--- src/pjsc_regs.svh ---
`ifndef PJSC_REGS_SVH
`define PJSC_REGS_SVH
`define PJSC_JOB_W 4
`define PJSC_NUM_EN 3
`define PJSC_NUM_TEST 3
`define PJSC_TM_START 3'h0
`define PJSC_TM_STOP 3'h1
`define PJSC_TM_END 3'h2
`define PJSC_TM_CONT 3'h3
`define PJSC_TM_ENABLE 3'h4
`define PJSC_JOB_RST 4'h0
`endif

--- src/pjsc_pkg.sv ---
`include "pjsc_regs.svh"
package pjsc_pkg;
  typedef enum logic [1:0]
  {
    PJSC_IDLE = 2'b00,
    PJSC_PRESS = 2'b01,
    PJSC_RETURN = 2'b11,
    PJSC_LOCKED = 2'b10
  } pjsc_phase_t;

  typedef logic [2:0] pjsc_tmode_t;

  typedef struct packed
  {
    logic start;
    logic stop;
    logic origin;
    logic key_reset;
    logic ext_reset;
    logic [`PJSC_NUM_EN-1:0] enable;
    logic [`PJSC_NUM_TEST-1:0] test;
    logic [`PJSC_JOB_W-1:0] job_code;
  } pjsc_pins_t;

  typedef struct packed
  {
    logic job_select_on;
    logic key_reset_off;
    logic exclude_checks;
    logic [`PJSC_NUM_EN-1:0] enable_used;
    logic [`PJSC_NUM_TEST-1:0] test_used;
    pjsc_tmode_t [`PJSC_NUM_TEST-1:0] test_mode;
  } pjsc_cfg_t;

  typedef struct packed
  {
    pjsc_pins_t s1;
    pjsc_pins_t s2;
    logic start_d;
    logic stop_d;
    pjsc_phase_t phase;
    logic [`PJSC_JOB_W-1:0] job;
    logic [`PJSC_JOB_W-1:0] code_d;
    logic go;
    logic good;
    logic rejected;
    logic locked;
    logic no_enable;
    logic bad;
    logic trigger;
  } pjsc_state_t;
endpackage

--- src/pjsc_core.sv ---
`include "pjsc_regs.svh"
module pjsc_core
(
  input wire logic clk,
  input wire logic nrst,
  input wire pjsc_pkg::pjsc_pins_t pins,
  input wire pjsc_pkg::pjsc_cfg_t cfg,
  output logic [`PJSC_JOB_W-1:0] active_job,
  output logic press_go,
  output logic piece_good,
  output logic piece_rejected,
  output logic reject_locked,
  output logic enable_missing,
  output logic test_trigger
);
  import pjsc_pkg::*;

  pjsc_state_t st_reg;
  pjsc_state_t st_next;
  pjsc_pins_t p;
  logic start_rise;
  logic stop_rise;
  logic clear_lock;
  logic checks_on;
  logic consent_ok;
  logic [`PJSC_NUM_TEST-1:0] fail_start;
  logic [`PJSC_NUM_TEST-1:0] fail_stop;
  logic [`PJSC_NUM_TEST-1:0] fail_end;
  logic [`PJSC_NUM_TEST-1:0] fail_cont;
  logic [`PJSC_NUM_TEST-1:0] as_consent;

  assign p = st_reg.s2;
  assign start_rise = p.start && !st_reg.start_d;
  assign stop_rise = p.stop && !st_reg.stop_d;
  assign checks_on = !cfg.exclude_checks;
  // key path gated by option; external input always clears
  assign clear_lock = p.ext_reset || (p.key_reset && !cfg.key_reset_off);

  genvar gi;
  generate
    for (gi = 0; gi < `PJSC_NUM_TEST; gi = gi + 1)
    begin : g_test
      logic used;
      logic absent;
      assign used = checks_on && cfg.test_used[gi];
      assign absent = !p.test[gi];
      assign fail_start[gi] = used && absent &&
        (cfg.test_mode[gi] == `PJSC_TM_START);
      assign fail_stop[gi] = used && absent &&
        (cfg.test_mode[gi] == `PJSC_TM_STOP);
      assign fail_end[gi] = used && absent &&
        (cfg.test_mode[gi] == `PJSC_TM_END);
      assign fail_cont[gi] = used && absent &&
        (cfg.test_mode[gi] == `PJSC_TM_CONT);
      assign as_consent[gi] = used && absent &&
        (cfg.test_mode[gi] == `PJSC_TM_ENABLE);
    end
  endgenerate

  // all used consents present; excluded jobs skip the check
  assign consent_ok = !checks_on ||
    (((~p.enable & cfg.enable_used) == '0) && (as_consent == '0));

  always_comb
  begin
    st_next = st_reg;
    st_next.s1 = pins;
    st_next.s2 = st_reg.s1;
    st_next.start_d = p.start;
    st_next.stop_d = p.stop;
    st_next.code_d = p.job_code;
    // code inputs form the job number directly; held off during start
    if (cfg.job_select_on && !p.start && p.job_code != st_reg.code_d)
    begin
      st_next.job = p.job_code;
    end
    case (st_reg.phase)
      PJSC_IDLE:
      begin
        st_next.trigger = 1'b0;
        if (start_rise)
        begin
          st_next.good = 1'b0;
          st_next.rejected = 1'b0;
          st_next.no_enable = !consent_ok;
          if (consent_ok)
          begin
            st_next.phase = PJSC_PRESS;
            st_next.go = 1'b1;
            st_next.bad = |fail_start;
            // trigger drives the external check behind test one
            st_next.trigger = checks_on && cfg.test_used[0];
          end
        end
        else if (consent_ok)
        begin
          st_next.no_enable = 1'b0;
        end
      end
      PJSC_PRESS:
      begin
        if (|fail_cont)
        begin
          st_next.bad = 1'b1;
        end
        if (stop_rise)
        begin
          st_next.go = 1'b0;
          st_next.trigger = 1'b0;
          st_next.phase = PJSC_RETURN;
          if (|fail_stop)
          begin
            st_next.bad = 1'b1;
          end
        end
      end
      PJSC_RETURN:
      begin
        // results wait for rest position, never during pressing
        if (p.origin)
        begin
          if (st_reg.bad || (|fail_end))
          begin
            st_next.rejected = 1'b1;
            st_next.locked = 1'b1;
            st_next.phase = PJSC_LOCKED;
          end
          else
          begin
            st_next.good = 1'b1;
            st_next.phase = PJSC_IDLE;
          end
        end
      end
      PJSC_LOCKED:
      begin
        st_next.go = 1'b0;
        if (clear_lock)
        begin
          st_next.locked = 1'b0;
          st_next.rejected = 1'b0;
          st_next.bad = 1'b0;
          st_next.phase = PJSC_IDLE;
        end
      end
      default:
      begin
        st_next.phase = PJSC_IDLE;
        st_next.go = 1'b0;
      end
    endcase
    if (st_next.no_enable || st_next.locked)
    begin
      st_next.go = 1'b0;
    end
  end

  always_ff @(posedge clk or negedge nrst)
  begin
    if (!nrst)
    begin
      st_reg <= '0;
    end
    else
    begin
      st_reg <= st_next;
    end
  end

  assign active_job = st_reg.job;
  assign press_go = st_reg.go;
  assign piece_good = st_reg.good;
  assign piece_rejected = st_reg.rejected;
  assign reject_locked = st_reg.locked;
  assign enable_missing = st_reg.no_enable;
  assign test_trigger = st_reg.trigger;

  property p_go_safe;
    @(posedge clk) disable iff (!nrst)
      (reject_locked || enable_missing) |-> !press_go;
  endproperty
  a_go_safe: assert property (p_go_safe) else $error("go while blocked");

  property p_result_rest;
    @(posedge clk) disable iff (!nrst)
      $rose(piece_good) || $rose(piece_rejected) |->
        $past(st_reg.phase) == PJSC_RETURN && $past(p.origin);
  endproperty
  a_result_rest: assert property (p_result_rest) else $error("early result");

  property p_lock_on_reject;
    @(posedge clk) disable iff (!nrst)
      $rose(piece_rejected) |-> reject_locked;
  endproperty
  a_lock_on_reject: assert property (p_lock_on_reject) else $error("no lock");

  property p_lock_hold;
    @(posedge clk) disable iff (!nrst)
      reject_locked && !clear_lock |=> reject_locked;
  endproperty
  a_lock_hold: assert property (p_lock_hold) else $error("lock lost");

  property p_key_off;
    @(posedge clk) disable iff (!nrst)
      reject_locked && cfg.key_reset_off && !p.ext_reset |=> reject_locked;
  endproperty
  a_key_off: assert property (p_key_off) else $error("key cleared lock");

  property p_lock_clear;
    @(posedge clk) disable iff (!nrst)
      reject_locked && p.ext_reset |=> !reject_locked;
  endproperty
  a_lock_clear: assert property (p_lock_clear) else $error("lock kept");

  property p_job_hold;
    @(posedge clk) disable iff (!nrst)
      p.start |=> $stable(active_job);
  endproperty
  a_job_hold: assert property (p_job_hold) else $error("job moved");

  property p_job_follow;
    @(posedge clk) disable iff (!nrst)
      cfg.job_select_on && !p.start && p.job_code != st_reg.code_d
        |=> active_job == $past(p.job_code);
  endproperty
  a_job_follow: assert property (p_job_follow) else $error("job not set");

  property p_go_stop;
    @(posedge clk) disable iff (!nrst)
      press_go && stop_rise |=> !press_go;
  endproperty
  a_go_stop: assert property (p_go_stop) else $error("go kept at stop");

  property p_missing;
    @(posedge clk) disable iff (!nrst)
      st_reg.phase == PJSC_IDLE && start_rise && !consent_ok
        |=> enable_missing && !press_go;
  endproperty
  a_missing: assert property (p_missing) else $error("missing not flagged");

  property p_go_rise;
    @(posedge clk) disable iff (!nrst)
      st_reg.phase == PJSC_IDLE && start_rise && consent_ok |=> press_go;
  endproperty
  a_go_rise: assert property (p_go_rise) else $error("go not raised");

  property p_trigger_go;
    @(posedge clk) disable iff (!nrst)
      test_trigger |-> press_go;
  endproperty
  a_trigger_go: assert property (p_trigger_go) else $error("stray trigger");

  property p_trigger_off;
    @(posedge clk) disable iff (!nrst)
      cfg.exclude_checks && st_reg.phase == PJSC_IDLE && start_rise
        |=> !test_trigger;
  endproperty
  a_trigger_off: assert property (p_trigger_off) else $error("trig excl");

  property p_one_result;
    @(posedge clk) disable iff (!nrst)
      !(piece_good && piece_rejected);
  endproperty
  a_one_result: assert property (p_one_result) else $error("two results");

  property p_no_result_press;
    @(posedge clk) disable iff (!nrst)
      st_reg.phase == PJSC_PRESS |-> !piece_good && !piece_rejected;
  endproperty
  a_no_result_press: assert property (p_no_result_press) else $error("result");

  property p_lock_phase;
    @(posedge clk) disable iff (!nrst)
      reject_locked |-> st_reg.phase == PJSC_LOCKED;
  endproperty
  a_lock_phase: assert property (p_lock_phase) else $error("lock phase");

  property p_lock_start;
    @(posedge clk) disable iff (!nrst)
      st_reg.phase == PJSC_LOCKED && start_rise && !clear_lock
        |=> !press_go && reject_locked;
  endproperty
  a_lock_start: assert property (p_lock_start) else $error("start in lock");

  property p_cont_reject;
    @(posedge clk) disable iff (!nrst)
      st_reg.phase == PJSC_PRESS && (|fail_cont) |=> st_reg.bad;
  endproperty
  a_cont_reject: assert property (p_cont_reject) else $error("cont miss");

  property p_stop_reject;
    @(posedge clk) disable iff (!nrst)
      st_reg.phase == PJSC_PRESS && stop_rise && (|fail_stop) |=> st_reg.bad;
  endproperty
  a_stop_reject: assert property (p_stop_reject) else $error("stop miss");

  property p_start_sample;
    @(posedge clk) disable iff (!nrst)
      st_reg.phase == PJSC_IDLE && start_rise && consent_ok
        |=> st_reg.bad == $past(|fail_start);
  endproperty
  a_start_sample: assert property (p_start_sample) else $error("start miss");

  property p_end_reject;
    @(posedge clk) disable iff (!nrst)
      st_reg.phase == PJSC_RETURN && p.origin && (|fail_end)
        |=> piece_rejected && reject_locked;
  endproperty
  a_end_reject: assert property (p_end_reject) else $error("end miss");

  property p_job_off;
    @(posedge clk) disable iff (!nrst)
      !cfg.job_select_on |=> $stable(active_job);
  endproperty
  a_job_off: assert property (p_job_off) else $error("job moved off");

  property p_enable_consent;
    @(posedge clk) disable iff (!nrst)
      st_reg.phase == PJSC_IDLE && start_rise && (as_consent != '0)
        |=> enable_missing;
  endproperty
  a_enable_consent: assert property (p_enable_consent) else $error("cons");

  property p_missing_clear;
    @(posedge clk) disable iff (!nrst)
      st_reg.phase == PJSC_IDLE && !start_rise && consent_ok
        |=> !enable_missing;
  endproperty
  a_missing_clear: assert property (p_missing_clear) else $error("stuck");

  property p_key_clear;
    @(posedge clk) disable iff (!nrst)
      reject_locked && p.key_reset && !cfg.key_reset_off |=> !reject_locked;
  endproperty
  a_key_clear: assert property (p_key_clear) else $error("key ignored");
endmodule

--- config.mk ---
export PLATFORM = sky130hd
export DESIGN_NAME = pjsc_core
export DESIGN_NICKNAME = d
export VERILOG_FILES = /design/src/pjsc_pkg.sv /design/src/pjsc_core.sv
export VERILOG_INCLUDE_DIRS = /design/src
export SDC_FILE = /design/constraint.sdc
export NUM_CORES = 1
export LEC_CHECK = 0
export ABC_CLOCK_PERIOD_IN_PS = 1900
export BUFFER_PORTS_ARGS = -buffer_cell sky130_fd_sc_hd__buf_2
export CAP_MARGIN = 20
export CORE_UTILIZATION = 47
export DETAILED_ROUTE_END_ITERATION = 16
export HOLD_SLACK_MARGIN = 0.1
export PLACE_DENSITY = 0.74
export SYNTH_ARGS = -nofsm -noshare
export SYNTH_HDL_FRONTEND = slang
export SYNTH_SLANG_ARGS = --single-unit
--- constraint.sdc ---
create_clock -name clk -period 1.9 [get_ports clk]
set_input_delay 0.095 -clock clk [delete_from_list [all_inputs] [get_ports clk]]
set_output_delay 0.095 -clock clk [all_outputs]
set_load 0.02 [all_outputs]
======== After elaboration in Yosys (flattened, before gate mapping) ========
Cells that the tools add are included.
cells by class
  bitwise operators ....................... 2
  equal/unequal tests ..................... 26
  reductions and logical operators ........ 61
  muxes and demuxes ....................... 30
operator list
  cell                                            count
  logical AND 1 bit                               27
  2-to-1 mux 2 bit                                11
  == test 3 x 2 -> 1 bit (second input constant)  6
  logical NOT 3 bit                               5
  != test 2 bit (second input constant)           7
  AND reduction 4 bit                             3
  OR reduction 3 bit                              4
  2-to-1 mux 1 bit                                10
  AND reduction 5 bit                             2
  == test 3 x 1 -> 1 bit (second input constant)  3
  == test 3 bit (second input constant)           3
  logical NOT 1 bit                               9
  != test 3 bit (second input constant)           3
  one-hot mux 1 bit (3 select lines)              3
  one-hot mux 2 bit (4 select lines)              1
  2-to-1 mux 3 bit                                2
  one-hot mux 1 bit (2 select lines)              3
  nonzero test 3 bit                              2
  == test 2 bit (second input constant)           2
  logical OR 1 bit                                4
  != test 4 bit                                   1
  nonzero test 2 bit                              2
  nonzero test 4 bit                              1
  bitwise AND 3 bit                               1
  other kinds (4)                                 4
storage, ports and cells
  output and inout bits ................... 10
  word-level logic and storage cells ...... 147
  flip-flop bits (word level) ............. 49
  bits of input ports ..................... 35

======== Depth between registers and ports, before layout ========
Gate-level depths: netlist (run 1).
  depth in word-level cells ............... 13
  depth in mapped cells ................... 7
  mapped depth without buffers ............ 7

======== Least setup slack after synthesis (run 1) ========
No wires, ideal clock.
  path kind ............................... flip-flop to flip-flop
  from .................................... register st_reg (netlist bit p[6])
  to ...................................... register st_reg[15] (netlist name)
  path buffers ............................ 0
  setup slack ............................. -11 ps
  data arrival time ....................... 1832 ps
  data required time ...................... 1821 ps
  clock period less this slack ............ 1911 ps
  setup time .............................. 79 ps
  cell stages (with the launch flop) ...... 6
  cell sequence ........................... dfrtp_1 > or4b_4 > o22a_1 > a311o_1 > or3b_1 > mux2i_1
on the way
  longest elaborated chain between the ends .. 8
RTL lines
  what                                  line              RTL
  from (decl)                           pjsc_core.sv:18   pjsc_state_t st_reg;
  from (signal assigned)                pjsc_core.sv:166  st_reg <= st_next;
  logical NOT 1 bit                     pjsc_core.sv:46   assign absent = !p.test[gi];
  logical AND 1 bit (2 in a row)        pjsc_core.sv:55   assign as_consent[gi] = used && absent &&
  logical NOT 3 bit                     pjsc_core.sv:62   (((~p.enable & cfg.enable_used) == '0) && (as_consent == '0));
  logical AND 1 bit                     pjsc_core.sv:62
  logical OR 1 bit                      pjsc_core.sv:61   assign consent_ok = !checks_on ||
  != test 2 bit (no source line)        -
  AND reduction 5 bit (no source line)  -
Every way passes these cells.
A chain may end at the register's enable or synchronous reset.

======== Worst setup path in the final report (run 1) ========
Ends and elaborated chain as after synthesis.

==> flow_metrics.py, run 1 <==
metrics = {
    "outcome": {
        "failed_checks": "setup timing",
        "outcome": "complete, but fails checks",
    },
    "cells_and_area": {
        "regArea_um2": 1230,
        "filler_cell_count": 274,
        "total_area_of_multi_input_combinational_cells_um2": 652,
        "stdcell_count": 270,
        "antennaDiodeCount": 0,
        "area_growth_pct": 33.0,
        "final_core_utilization_pct": 67.4,
        "finish.net_count": 260,
        "drive_above_1_share_pct": 37.8,
    },
    "sta": {
        "highest_clock_rate_mhz": 503,
        "max-slew-margin-rel_pct": 62.9,
        "setup-tns-final_ns": -0.151,
        "fin_worst_skew_ns": 0.00659,
        "timing.final.setup_violations": 3,
        "finalCriticalPeriod_ns": 1.99,
        "measured_slew_at_the_worst_slew_check_pin_ns": 0.549,
        "unrepaired_setup_endpoints_after_global_routing": "true",
        "post-route-worst-setup-slack_ns": -0.0864,
        "final_max_slew_viol_count": 0,
        "hold_viol": 0,
        "period_share_pct": 105,
    },
    "cts": {
        "clk_latency_ns": 0.30,
        "ctsRootBufferMaster": "sky130_fd_sc_hd__clkbuf_8",
        "cts.reportedPaths.clkPinSlew_ns": 0.09,
        "htree_num_levels": 2,
        "cts_made_buffers": 5,
        "tritoncts": "yes",
        "cts_buffer_depth": 2,
        "cts.sink_count": 49,
    },
    "synthesis": {
        "yosysSeqAreaShare_pct": 64.1,
        "postSynthNetCount": 186,
        "synth_top_family_by_area": "simple AND/OR/NAND/NOR gates",
        "synth.ff_latch_count": 49,
        "yosys-mux-area-fraction_pct": 2.88,
        "syn-instance-count": 147,
        "synth_top_area_cell": "sky130_fd_sc_hd__dfrtp_1",
        "synth_compound_area_share_pct": 10.3,
        "synth.top_cells.by_area": "sky130_fd_sc_hd__dfrtp_1 (64%), sky130_fd_sc_hd__ha_1 (2.6%), sky130_fd_sc_hd__mux2_2 (2.4%)",
        "yosys_warnings": 0,
        "synth_xor_area_share_pct": 1.83,
        "synth_top_area_share_pct": 64.1,
        "yosys.area_share.adder_pct": 2.62,
        "synth_simple_gate_area_share_pct": 14.5,
        "synth_edf_count": 0,
        "synth_cell_types": 40,
        "ys.flop_type": "sky130_fd_sc_hd__dfrtp_1",
        "synthesis.area_um2": 1910,
        "postSynthAreaPerCell_um2": 13.0,
        "synth-async-reset-ratio_pct": 100,
    },
    "grt": {
        "first_global_vias": 1457,
        "global_route_wire_length_before_repair_um": 6390,
        "global_route.overflow_total": 0,
        "grt_antenna_before_repair": 0,
        "pin_count_of_the_biggest_net_entering_global_routing": 19,
        "groute.usage.overall_pct": 19.6,
    },
    "power_and_ir_drop": {
        "pwr_total_mw": 2.80,
        "power.density_cell_area_nw_per_um2": 1100,
        "power.leakage_nw": 1.17,
        "peakVddDrop_v": 0.000654,
    },
    "worst_setup_path": {
        "timing.critical_path.buf_inv": 0,
        "startpoint_type": "flip-flop",
        "cp_max_fo": 3,
        "reg2reg_slack_ns": -0.09,
        "crit_chain": "or4b_4 -> o22a_1 -> a311o_1 -> or3b_4 -> mux2i_1",
        "r2r_cells": 5,
        "critical_path.reg2reg.endpoint": "st_reg[15]",
        "cp_data_arrival_time_ns": 2.20,
        "worst_r2r_startpoint": "p[6]",
        "cp.required_ns": 2.12,
        "cpMaxStageDelayCell": "sky130_fd_sc_hd__or4b_4",
        "critical_path_class": "flip-flop to flip-flop",
        "cp_top_family": "simple AND/OR/NAND/NOR gates",
        "critical_path.endpoint_type": "flip-flop",
        "timing.critical_path.slowest_cell_delay_ns": 0.52,
    },
    "die": {
        "fp-row-count": 22,
        "floorplan.core_area_um2": 3770,
        "vertical_die_dimension_um": 65.8,
        "dieArea_um2": 4330,
        "start_util_pct": 50.7,
        "total_i_o_pin_count": 45,
        "width_of_the_die_um": 65.8,
    },
    "hold_path": {
        "worstHoldPathType": "primary input to async pin",
    },
    "routing": {
        "route.antenna.remaining_nets": 0,
        "drc_errors": 0,
        "wl_um": 3880,
        "dr.pass1.iters": 4,
        "first_iter_violations": 53,
        "wire_per_inst_um": 14.4,
        "dr_total_vias": 1407,
        "vias_per_cell": 5.21,
    },
    "placed_design": {
        "pre_cts_ws_ns": -0.0592,
        "buffer_ports.inserted": 44,
        "dp.final_hpwl_um": 2790,
        "placer_s_final_routability_congestion_estimate": 0.861,
        "numPlacedInstances": 245,
    },
    "flow_run": {
        "max-cap-violations": 0,
    },
}
==> stage by stage <==
step	hold slack (ns)	area (um^2)
2_1_floorplan	-0.201	1910
3_3_place_gp	0.0448	2240
3_5_place_dp	0.0525	2240
4_1_cts	0.269	2520
5_1_grt	0.293	2540
6_report	0.250	2540
==> synth_stat cells (all sizes together), types with 2 or more instances <==
master	count
a31oi	3
ha	4
nor2	6
buf	4
o21ai	6
nor4	2
nor3b	3
xnor2	4
inv	11
a21oi	8
nor4bb	2
or2b	4
nand2	3
nand2b	2
and2b	2
mux2	4
or4	2
o32a	2
nor3	6
dfrtp	49
or4b	3
==> worst register-to-register path: stages, from the launching register on <==
cell and delay [ns]:
sky130_fd_sc_hd__dfrtp_1 0.39, sky130_fd_sc_hd__or4b_4 0.52, sky130_fd_sc_hd__o22a_1 0.24, sky130_fd_sc_hd__a311o_1 0.31, sky130_fd_sc_hd__or3b_4 0.26, sky130_fd_sc_hd__mux2i_1 0.18
==> worst max path at each step <==
stage | to | start | cells after the start | slack (ns)
after detailed placement | st_reg[15] | p[4] | 5 | -0.06
after CTS | st_reg[15] | p[6] | 5 | -0.07
final | st_reg[15] | p[6] | 5 | -0.09
after global placement | st_reg[15] | p[4] | 5 | -0.03
after global routing | st_reg[15] | p[6] | 5 | -0.17
after floorplan | st_reg[15] | p[4] | 5 | 0.006
==> kinds of logic (layout without fill, tap and decap cells) <==
kind of cell | Yosys count | count (layout)
flops | 49 | 49
simple gates | 41 | 41
compound gates | 29 | 29
buf+inv | 15 | 90
mux | 5 | 5
fa+ha+maj | 4 | 4
xor+xnor | 4 | 4
==> report_power, final <==
| part | internal (mW) | switching, mW | total, mW |
|---|---|---|---|
| clock network | 0.302 | 0.345 | 0.647 |
| registers | 1.18 | 0.0842 | 1.26 |
| logic | 0.412 | 0.475 | 0.887 |
| total | 1.89 | 0.904 | 2.80 |
==> layout make-up <==
type	instances	share of cell area (%)
clock buffers	6	3.25
clock inverters	2	0.689
inverters	11	1.62
multi-input cells	83	25.6
flip-flops and latches	49	48.2
well taps	48	2.36
repair buffers	71	18.2
==> what timing repair did <==
item / CTS / global route
hold endpoints to repair: 31 / 0
buffers inserted: 0 / 1
gates resized for setup: 5 / 3
hold buffers: 16 / 0
setup endpoints to repair: 4 / 8
cloned: 0 / 0
pin swaps: 2 / 3
==> layout by cell type (no fill, tap or decap), drive strengths merged, types with 2 or more instances in the layout <==
cell	instances
xnor2	4
nor3	6
nor4	2
or4	2
a21oi	8
nor2	6
or4b	3
dfrtp	49
or2b	4
o21ai	6
a31oi	3
and2b	2
o32a	2
clkbuf	6
inv	12
nor3b	3
nand2b	2
dlygate4sd3	16
nand2	3
ha	4
buf	55
nor4bb	2
mux2	4
==> routing by layer <==
layer	share of wire, %	global-route usage (%)	routed length [um]	vias to the layer above
met3	4.7	3.79	182	6
met5	0	0	0	-
met4	1.1	5.43	42	0
met2	51	34.1	1980	59
met1	43	24.9	1680	668
li1	-	-	-	674
Note: power is estimated with default switching activity, not from simulation.
==> inputs of run 2 (changes only) <==
--- a/config.mk
+++ b/config.mk
@@ -13,6 +13,7 @@
 export DETAILED_ROUTE_END_ITERATION = 16
 export HOLD_SLACK_MARGIN = 0.1
 export PLACE_DENSITY = 0.74
+export SKIP_CTS_REPAIR_TIMING = 1
 export SYNTH_ARGS = -nofsm -noshare
 export SYNTH_HDL_FRONTEND = slang
 export SYNTH_SLANG_ARGS = --single-unit
==> run 2 against run 1 <==
  * The flow still finishes with violations (setup timing)
  * Total power is 0.44% lower
  * Via count is 0.14% higher
  * Clock-buffer cell count unchanged
  * Register-to-register slack better by 0.02 ns
  * Core utilization stayed put
  * Maximum frequency is 0.95% higher
  * Worst hold slack better by 0.0012 ns
  * Critical path type unchanged
  * Largest power group unchanged
==> flow_metrics.py, run 2 (synthesized netlist as in run 1, its figures left out) <==
metrics = {
    "cells_and_area": {
        "area_growth_pct": 33.0,
        "stdcell_count": 270,
        "drive_above_1_share_pct": 37.8,
        "layout.cells.most_common_list": "sky130_fd_sc_hd__dfrtp_1 (49), sky130_fd_sc_hd__buf_2 (44), sky130_fd_sc_hd__dlygate4sd3_1 (16), sky130_fd_sc_hd__inv_1 (11), sky130_fd_sc_hd__buf_4 (11)",
        "finish.net_count": 260,
        "finalInstanceArea_um2": 2540,
        "filler_cell_count": 278,
        "layout.cells.most_common": "sky130_fd_sc_hd__dfrtp_1",
        "antennaDiodeCount": 0,
        "final_core_utilization_pct": 67.4,
    },
    "die": {
        "width_of_the_die_um": 65.8,
        "fp-row-count": 22,
        "start_util_pct": 50.7,
        "dieArea_um2": 4330,
        "vertical_die_dimension_um": 65.8,
        "total_i_o_pin_count": 45,
        "floorplan.core_area_um2": 3770,
    },
    "worst_setup_path": {
        "cp_max_fo": 3,
        "cp_data_arrival_time_ns": 2.18,
        "critical_path.endpoint_type": "flip-flop",
        "cp.required_ns": 2.11,
        "startpoint_type": "flip-flop",
        "critical_path_class": "flip-flop to flip-flop",
    },
    "cts": {
        "cts_buffer_depth": 2,
        "tritoncts": "yes",
        "cts_made_buffers": 5,
        "clk_latency_ns": 0.29,
        "cts.reportedPaths.clkPinSlew_ns": 0.09,
        "ctsRootBufferMaster": "sky130_fd_sc_hd__clkbuf_8",
        "htree_num_levels": 2,
        "cts.sink_count": 49,
    },
    "sta": {
        "hold_viol": 0,
        "unrepaired_setup_endpoints_after_global_routing": "true",
        "finalCriticalPeriod_ns": 1.97,
        "period_share_pct": 104,
        "post-route-worst-setup-slack_ns": -0.0677,
        "final_max_slew_viol_count": 0,
        "setup-tns-final_ns": -0.122,
        "timing.final.setup_violations": 5,
        "measured_slew_at_the_worst_slew_check_pin_ns": 0.539,
        "fin_worst_skew_ns": 0.00619,
        "max-slew-margin-rel_pct": 63.6,
        "highest_clock_rate_mhz": 508,
        "finalHoldWorstSlack_ns": 0.251,
    },
    "routing": {
        "first_iter_violations": 40,
        "vias_per_cell": 5.22,
        "dr.pass1.iters": 4,
        "wl_um": 3800,
        "route.antenna.remaining_nets": 0,
        "dr_total_vias": 1409,
        "drc_errors": 0,
        "wire_per_inst_um": 14.1,
    },
    "outcome": {
        "failed_checks": "setup timing",
        "outcome": "complete, but fails checks",
    },
    "placed_design": {
        "placer_s_final_routability_congestion_estimate": 0.861,
        "postPlaceCellArea_um2": 2240,
        "dp.final_hpwl_um": 2790,
        "pre_cts_ws_ns": -0.0592,
        "numPlacedInstances": 245,
        "buffer_ports.inserted": 44,
    },
    "grt": {
        "global_route.overflow_total": 0,
        "pin_count_of_the_biggest_net_entering_global_routing": 19,
        "first_global_vias": 1382,
        "groute.usage.overall_pct": 18.5,
        "global_route_wire_length_before_repair_um": 6040,
        "grt_antenna_before_repair": 0,
    },
    "hold_path": {
        "worstHoldPathType": "primary input to async pin",
    },
    "power_and_ir_drop": {
        "peakVddDrop_v": 0.000636,
        "power.density_cell_area_nw_per_um2": 1090,
        "pwr_total_mw": 2.78,
        "power.leakage_nw": 1.17,
    },
    "flow_run": {
        "max-cap-violations": 0,
    },
}
==> run 2: cell counts in the layout (fill, tap and decap cells not counted) <==
No cell type changed its count.
==> run 2: worst max-delay path: stages (launching register included) <==
cell,delay (ns)
sky130_fd_sc_hd__dfrtp_1,0.40
sky130_fd_sc_hd__or4b_4,0.52
sky130_fd_sc_hd__o22a_1,0.24
sky130_fd_sc_hd__a311o_1,0.30
sky130_fd_sc_hd__or3b_4,0.25
sky130_fd_sc_hd__mux2i_1,0.18
==> run 2: cell type report <==
cell class	count	area [um^2]	share of cell area (%)
Multi-Input combinational cell	83	652	25.6
Timing Repair Buffer	71	463	18.2
Tap cell	48	60.1	2.36
Clock buffer	6	82.6	3.25
Inverter	11	41.3	1.62
Clock inverter	2	17.5	0.689
Sequential cell	49	1230	48.2
==> run 2: power by group <==
part / switching [mW] / leakage (nW) / internal, mW / total, mW
clock: 0.340 / 0.0518 / 0.302 / 0.642
combinational: 0.468 / 0.535 / 0.412 / 0.880
sequential: 0.0841 / 0.581 / 1.18 / 1.26
==> run 2: worst paths after layout <==
path                       slack, ns   startpoint           end  depth (start not counted)
min in group clk                0.28       cfg[9]  test_trigger                          4
min reg2reg                     0.35  st_next[30]         p[11]                          0
min                             0.25         nrst  test_trigger                          2
max reg2reg                    -0.07         p[6]    st_reg[15]                          5
max                            -0.07         p[6]    st_reg[15]                          5
max in group asynchronous       1.08         nrst   st_next[32]                          3
==> run 2: metal layers <==
| layer | vias to the layer above | part of all wire [%] | track usage, % |
|---|---|---|---|
| li1 | 673 | - | - |
| met1 | 674 | 44 | 23.9 |
| met2 | 58 | 51 | 31.1 |
| met3 | 4 | 4.7 | 3.79 |
| met4 | 0 | 0.76 | 5.98 |
| met5 | - | 0 | 0 |
==> inputs of run 3 (changes only) <==
--- a/config.mk
+++ b/config.mk
@@ -12,6 +12,7 @@
 export CORE_UTILIZATION = 47
 export DETAILED_ROUTE_END_ITERATION = 16
 export HOLD_SLACK_MARGIN = 0.1
+export MAX_ROUTING_LAYER = met4
 export PLACE_DENSITY = 0.74
 export SKIP_CTS_REPAIR_TIMING = 1
 export SYNTH_ARGS = -nofsm -noshare
==> run 3 against run 2 <==
  * The run still ends with setup timing left
  * Core utilization increased by 0.93 points
  * Global-route usage increased by 0.75 points
  * Clock-buffer cell count unchanged
  * First-iteration DRC count increased by 20%
  * Maximum frequency about the same
  * Combinational power increased by 4.4%
  * Worst hold slack got worse by 0.0079 ns
  * Via count decreased by 1.6%
  * Worst setup slack about the same
  * Clock skew increased by 0.0013 ns
  * Critical path depth unchanged
  * Largest power group unchanged
==> flow_metrics.py, run 3 (synthesized netlist as in run 1, its figures left out) <==
metrics = {
    "outcome": {
        "outcome": "complete, but fails checks",
        "failed_checks": "setup timing",
    },
    "sta": {
        "highest_clock_rate_mhz": 508,
        "setup-tns-final_ns": -0.156,
        "finalCriticalPeriod_ns": 1.97,
        "measured_slew_at_the_worst_slew_check_pin_ns": 0.761,
        "period_share_pct": 104,
        "hold_viol": 0,
        "fin_worst_skew_ns": 0.00752,
        "post-route-worst-setup-slack_ns": -0.0674,
        "final_max_slew_viol_count": 0,
        "finalHoldWorstSlack_ns": 0.243,
        "timing.final.setup_violations": 3,
        "max-slew-margin-rel_pct": 49.3,
        "unrepaired_setup_endpoints_after_global_routing": "true",
    },
    "cells_and_area": {
        "antennaDiodeCount": 0,
        "final_core_utilization_pct": 68.3,
        "drive_above_1_share_pct": 38.8,
        "layout.cells.most_common_list": "sky130_fd_sc_hd__dfrtp_1 (49), sky130_fd_sc_hd__buf_2 (44), sky130_fd_sc_hd__dlygate4sd3_1 (16), sky130_fd_sc_hd__buf_4 (16), sky130_fd_sc_hd__inv_1 (9)",
        "area_growth_pct": 34.8,
        "layout.cells.most_common": "sky130_fd_sc_hd__dfrtp_1",
        "finish.net_count": 265,
    },
    "power_and_ir_drop": {
        "peakVddDrop_v": 0.000564,
        "power.density_cell_area_nw_per_um2": 1130,
        "power.leakage_nw": 1.19,
    },
    "cts": {
        "cts.sink_count": 49,
        "htree_num_levels": 2,
        "cts_buffer_depth": 2,
        "clk_latency_ns": 0.30,
        "cts_made_buffers": 5,
        "cts.reportedPaths.clkPinSlew_ns": 0.09,
        "tritoncts": "yes",
        "ctsRootBufferMaster": "sky130_fd_sc_hd__clkbuf_8",
    },
    "worst_setup_path": {
        "critical_path.endpoint_type": "flip-flop",
        "reg2reg_slack_ns": -0.07,
        "startpoint_type": "flip-flop",
        "critical_path.reg2reg.endpoint": "st_reg[15]",
        "r2r_cells": 5,
        "worst_r2r_startpoint": "p[6]",
        "cp_data_arrival_time_ns": 2.20,
        "cp_max_fo": 3,
        "cp.required_ns": 2.13,
        "critical_path_class": "flip-flop to flip-flop",
    },
    "placed_design": {
        "pre_cts_ws_ns": -0.0671,
        "buffer_ports.inserted": 44,
        "placer_s_final_routability_congestion_estimate": 0.819,
        "dp.final_hpwl_um": 2770,
    },
    "hold_path": {
        "hold_path.startpoint": "cfg[9]",
        "whs_path_depth": 4,
        "worstHoldPathType": "primary input to flip-flop",
        "worst_hold_path.endpoint": "test_trigger",
    },
    "routing": {
        "wire_per_inst_um": 13.8,
        "route.antenna.remaining_nets": 0,
        "drc_errors": 0,
        "dr_total_vias": 1387,
        "wl_um": 3780,
        "first_iter_violations": 48,
        "dr.pass1.iters": 4,
        "vias_per_cell": 5.04,
    },
    "grt": {
        "global_route_wire_length_before_repair_um": 6040,
        "grt_antenna_before_repair": 0,
        "pin_count_of_the_biggest_net_entering_global_routing": 37,
        "groute.usage.overall_pct": 19.3,
        "first_global_vias": 1360,
        "global_route.overflow_total": 0,
    },
    "die": {
        "floorplan.core_area_um2": 3770,
        "start_util_pct": 50.7,
        "dieArea_um2": 4330,
        "total_i_o_pin_count": 45,
        "fp-row-count": 22,
        "vertical_die_dimension_um": 65.8,
        "width_of_the_die_um": 65.8,
    },
    "flow_run": {
        "max-cap-violations": 0,
    },
}
[run 3: how the worst max path moves through the flow]
| stage | to | depth (start not counted) | slack, ns | startpoint |
|---|---|---|---|---|
| final | st_reg[15] | 5 | -0.07 | p[6] |
| after global routing | st_reg[15] | 5 | -0.12 | p[6] |
| after CTS | st_reg[15] | 5 | -0.08 | p[4] |
| after detailed placement | st_reg[15] | 5 | -0.07 | p[4] |
| after global placement | st_reg[15] | 5 | -0.03 | p[4] |
| after floorplan | st_reg[15] | 5 | 0.006 | p[4] |
[run 3: report_power, final]
group          total, mW  leakage, nW  internal (mW)  switching (mW)
clock network      0.725       0.0554          0.395           0.330
logic              0.919        0.554          0.452           0.467
registers           1.26        0.581           1.18          0.0876
total               2.91         1.19           2.02           0.885
[run 3: area by class of cell]
type                            count  area, um^2
Clock buffer                        6        72.6
Fill cell                         284        1190
Clock inverter                      2        38.8
Timing Repair Buffer               76         500
Sequential cell                    49        1230
Tap cell                           48        60.1
Multi-Input combinational cell     83         638
Inverter                           11        41.3
[run 3: worst max-delay path, cell delays in order, from the launching register on]
cell                      delay [ns]
sky130_fd_sc_hd__dfrtp_1        0.40
sky130_fd_sc_hd__or4b_4         0.53
sky130_fd_sc_hd__o22a_1         0.25
sky130_fd_sc_hd__a311o_1        0.31
sky130_fd_sc_hd__or3b_4         0.25
sky130_fd_sc_hd__mux2i_1        0.16
[run 3: metal layers]
layer / share of wire [%] / GRT usage, % / vias to the layer above
li1: - / - / 679
met1: 45 / 22.1 / 670
met2: 51 / 33.7 / 31
met3: 3.0 / 4.14 / 7
met4: 1.2 / 5.71 / 0
met5: 0 / - / -
[run 3: through the flow]
step,cells,instance area [um^2],total power [mW]
3_5_place_dp,249,2270,2.14
3_3_place_gp,249,2270,2.12
4_1_cts,257,2380,2.88
5_1_grt,275,2580,3.08
2_1_floorplan,147,1910,1.79
6_report,275,2580,2.91
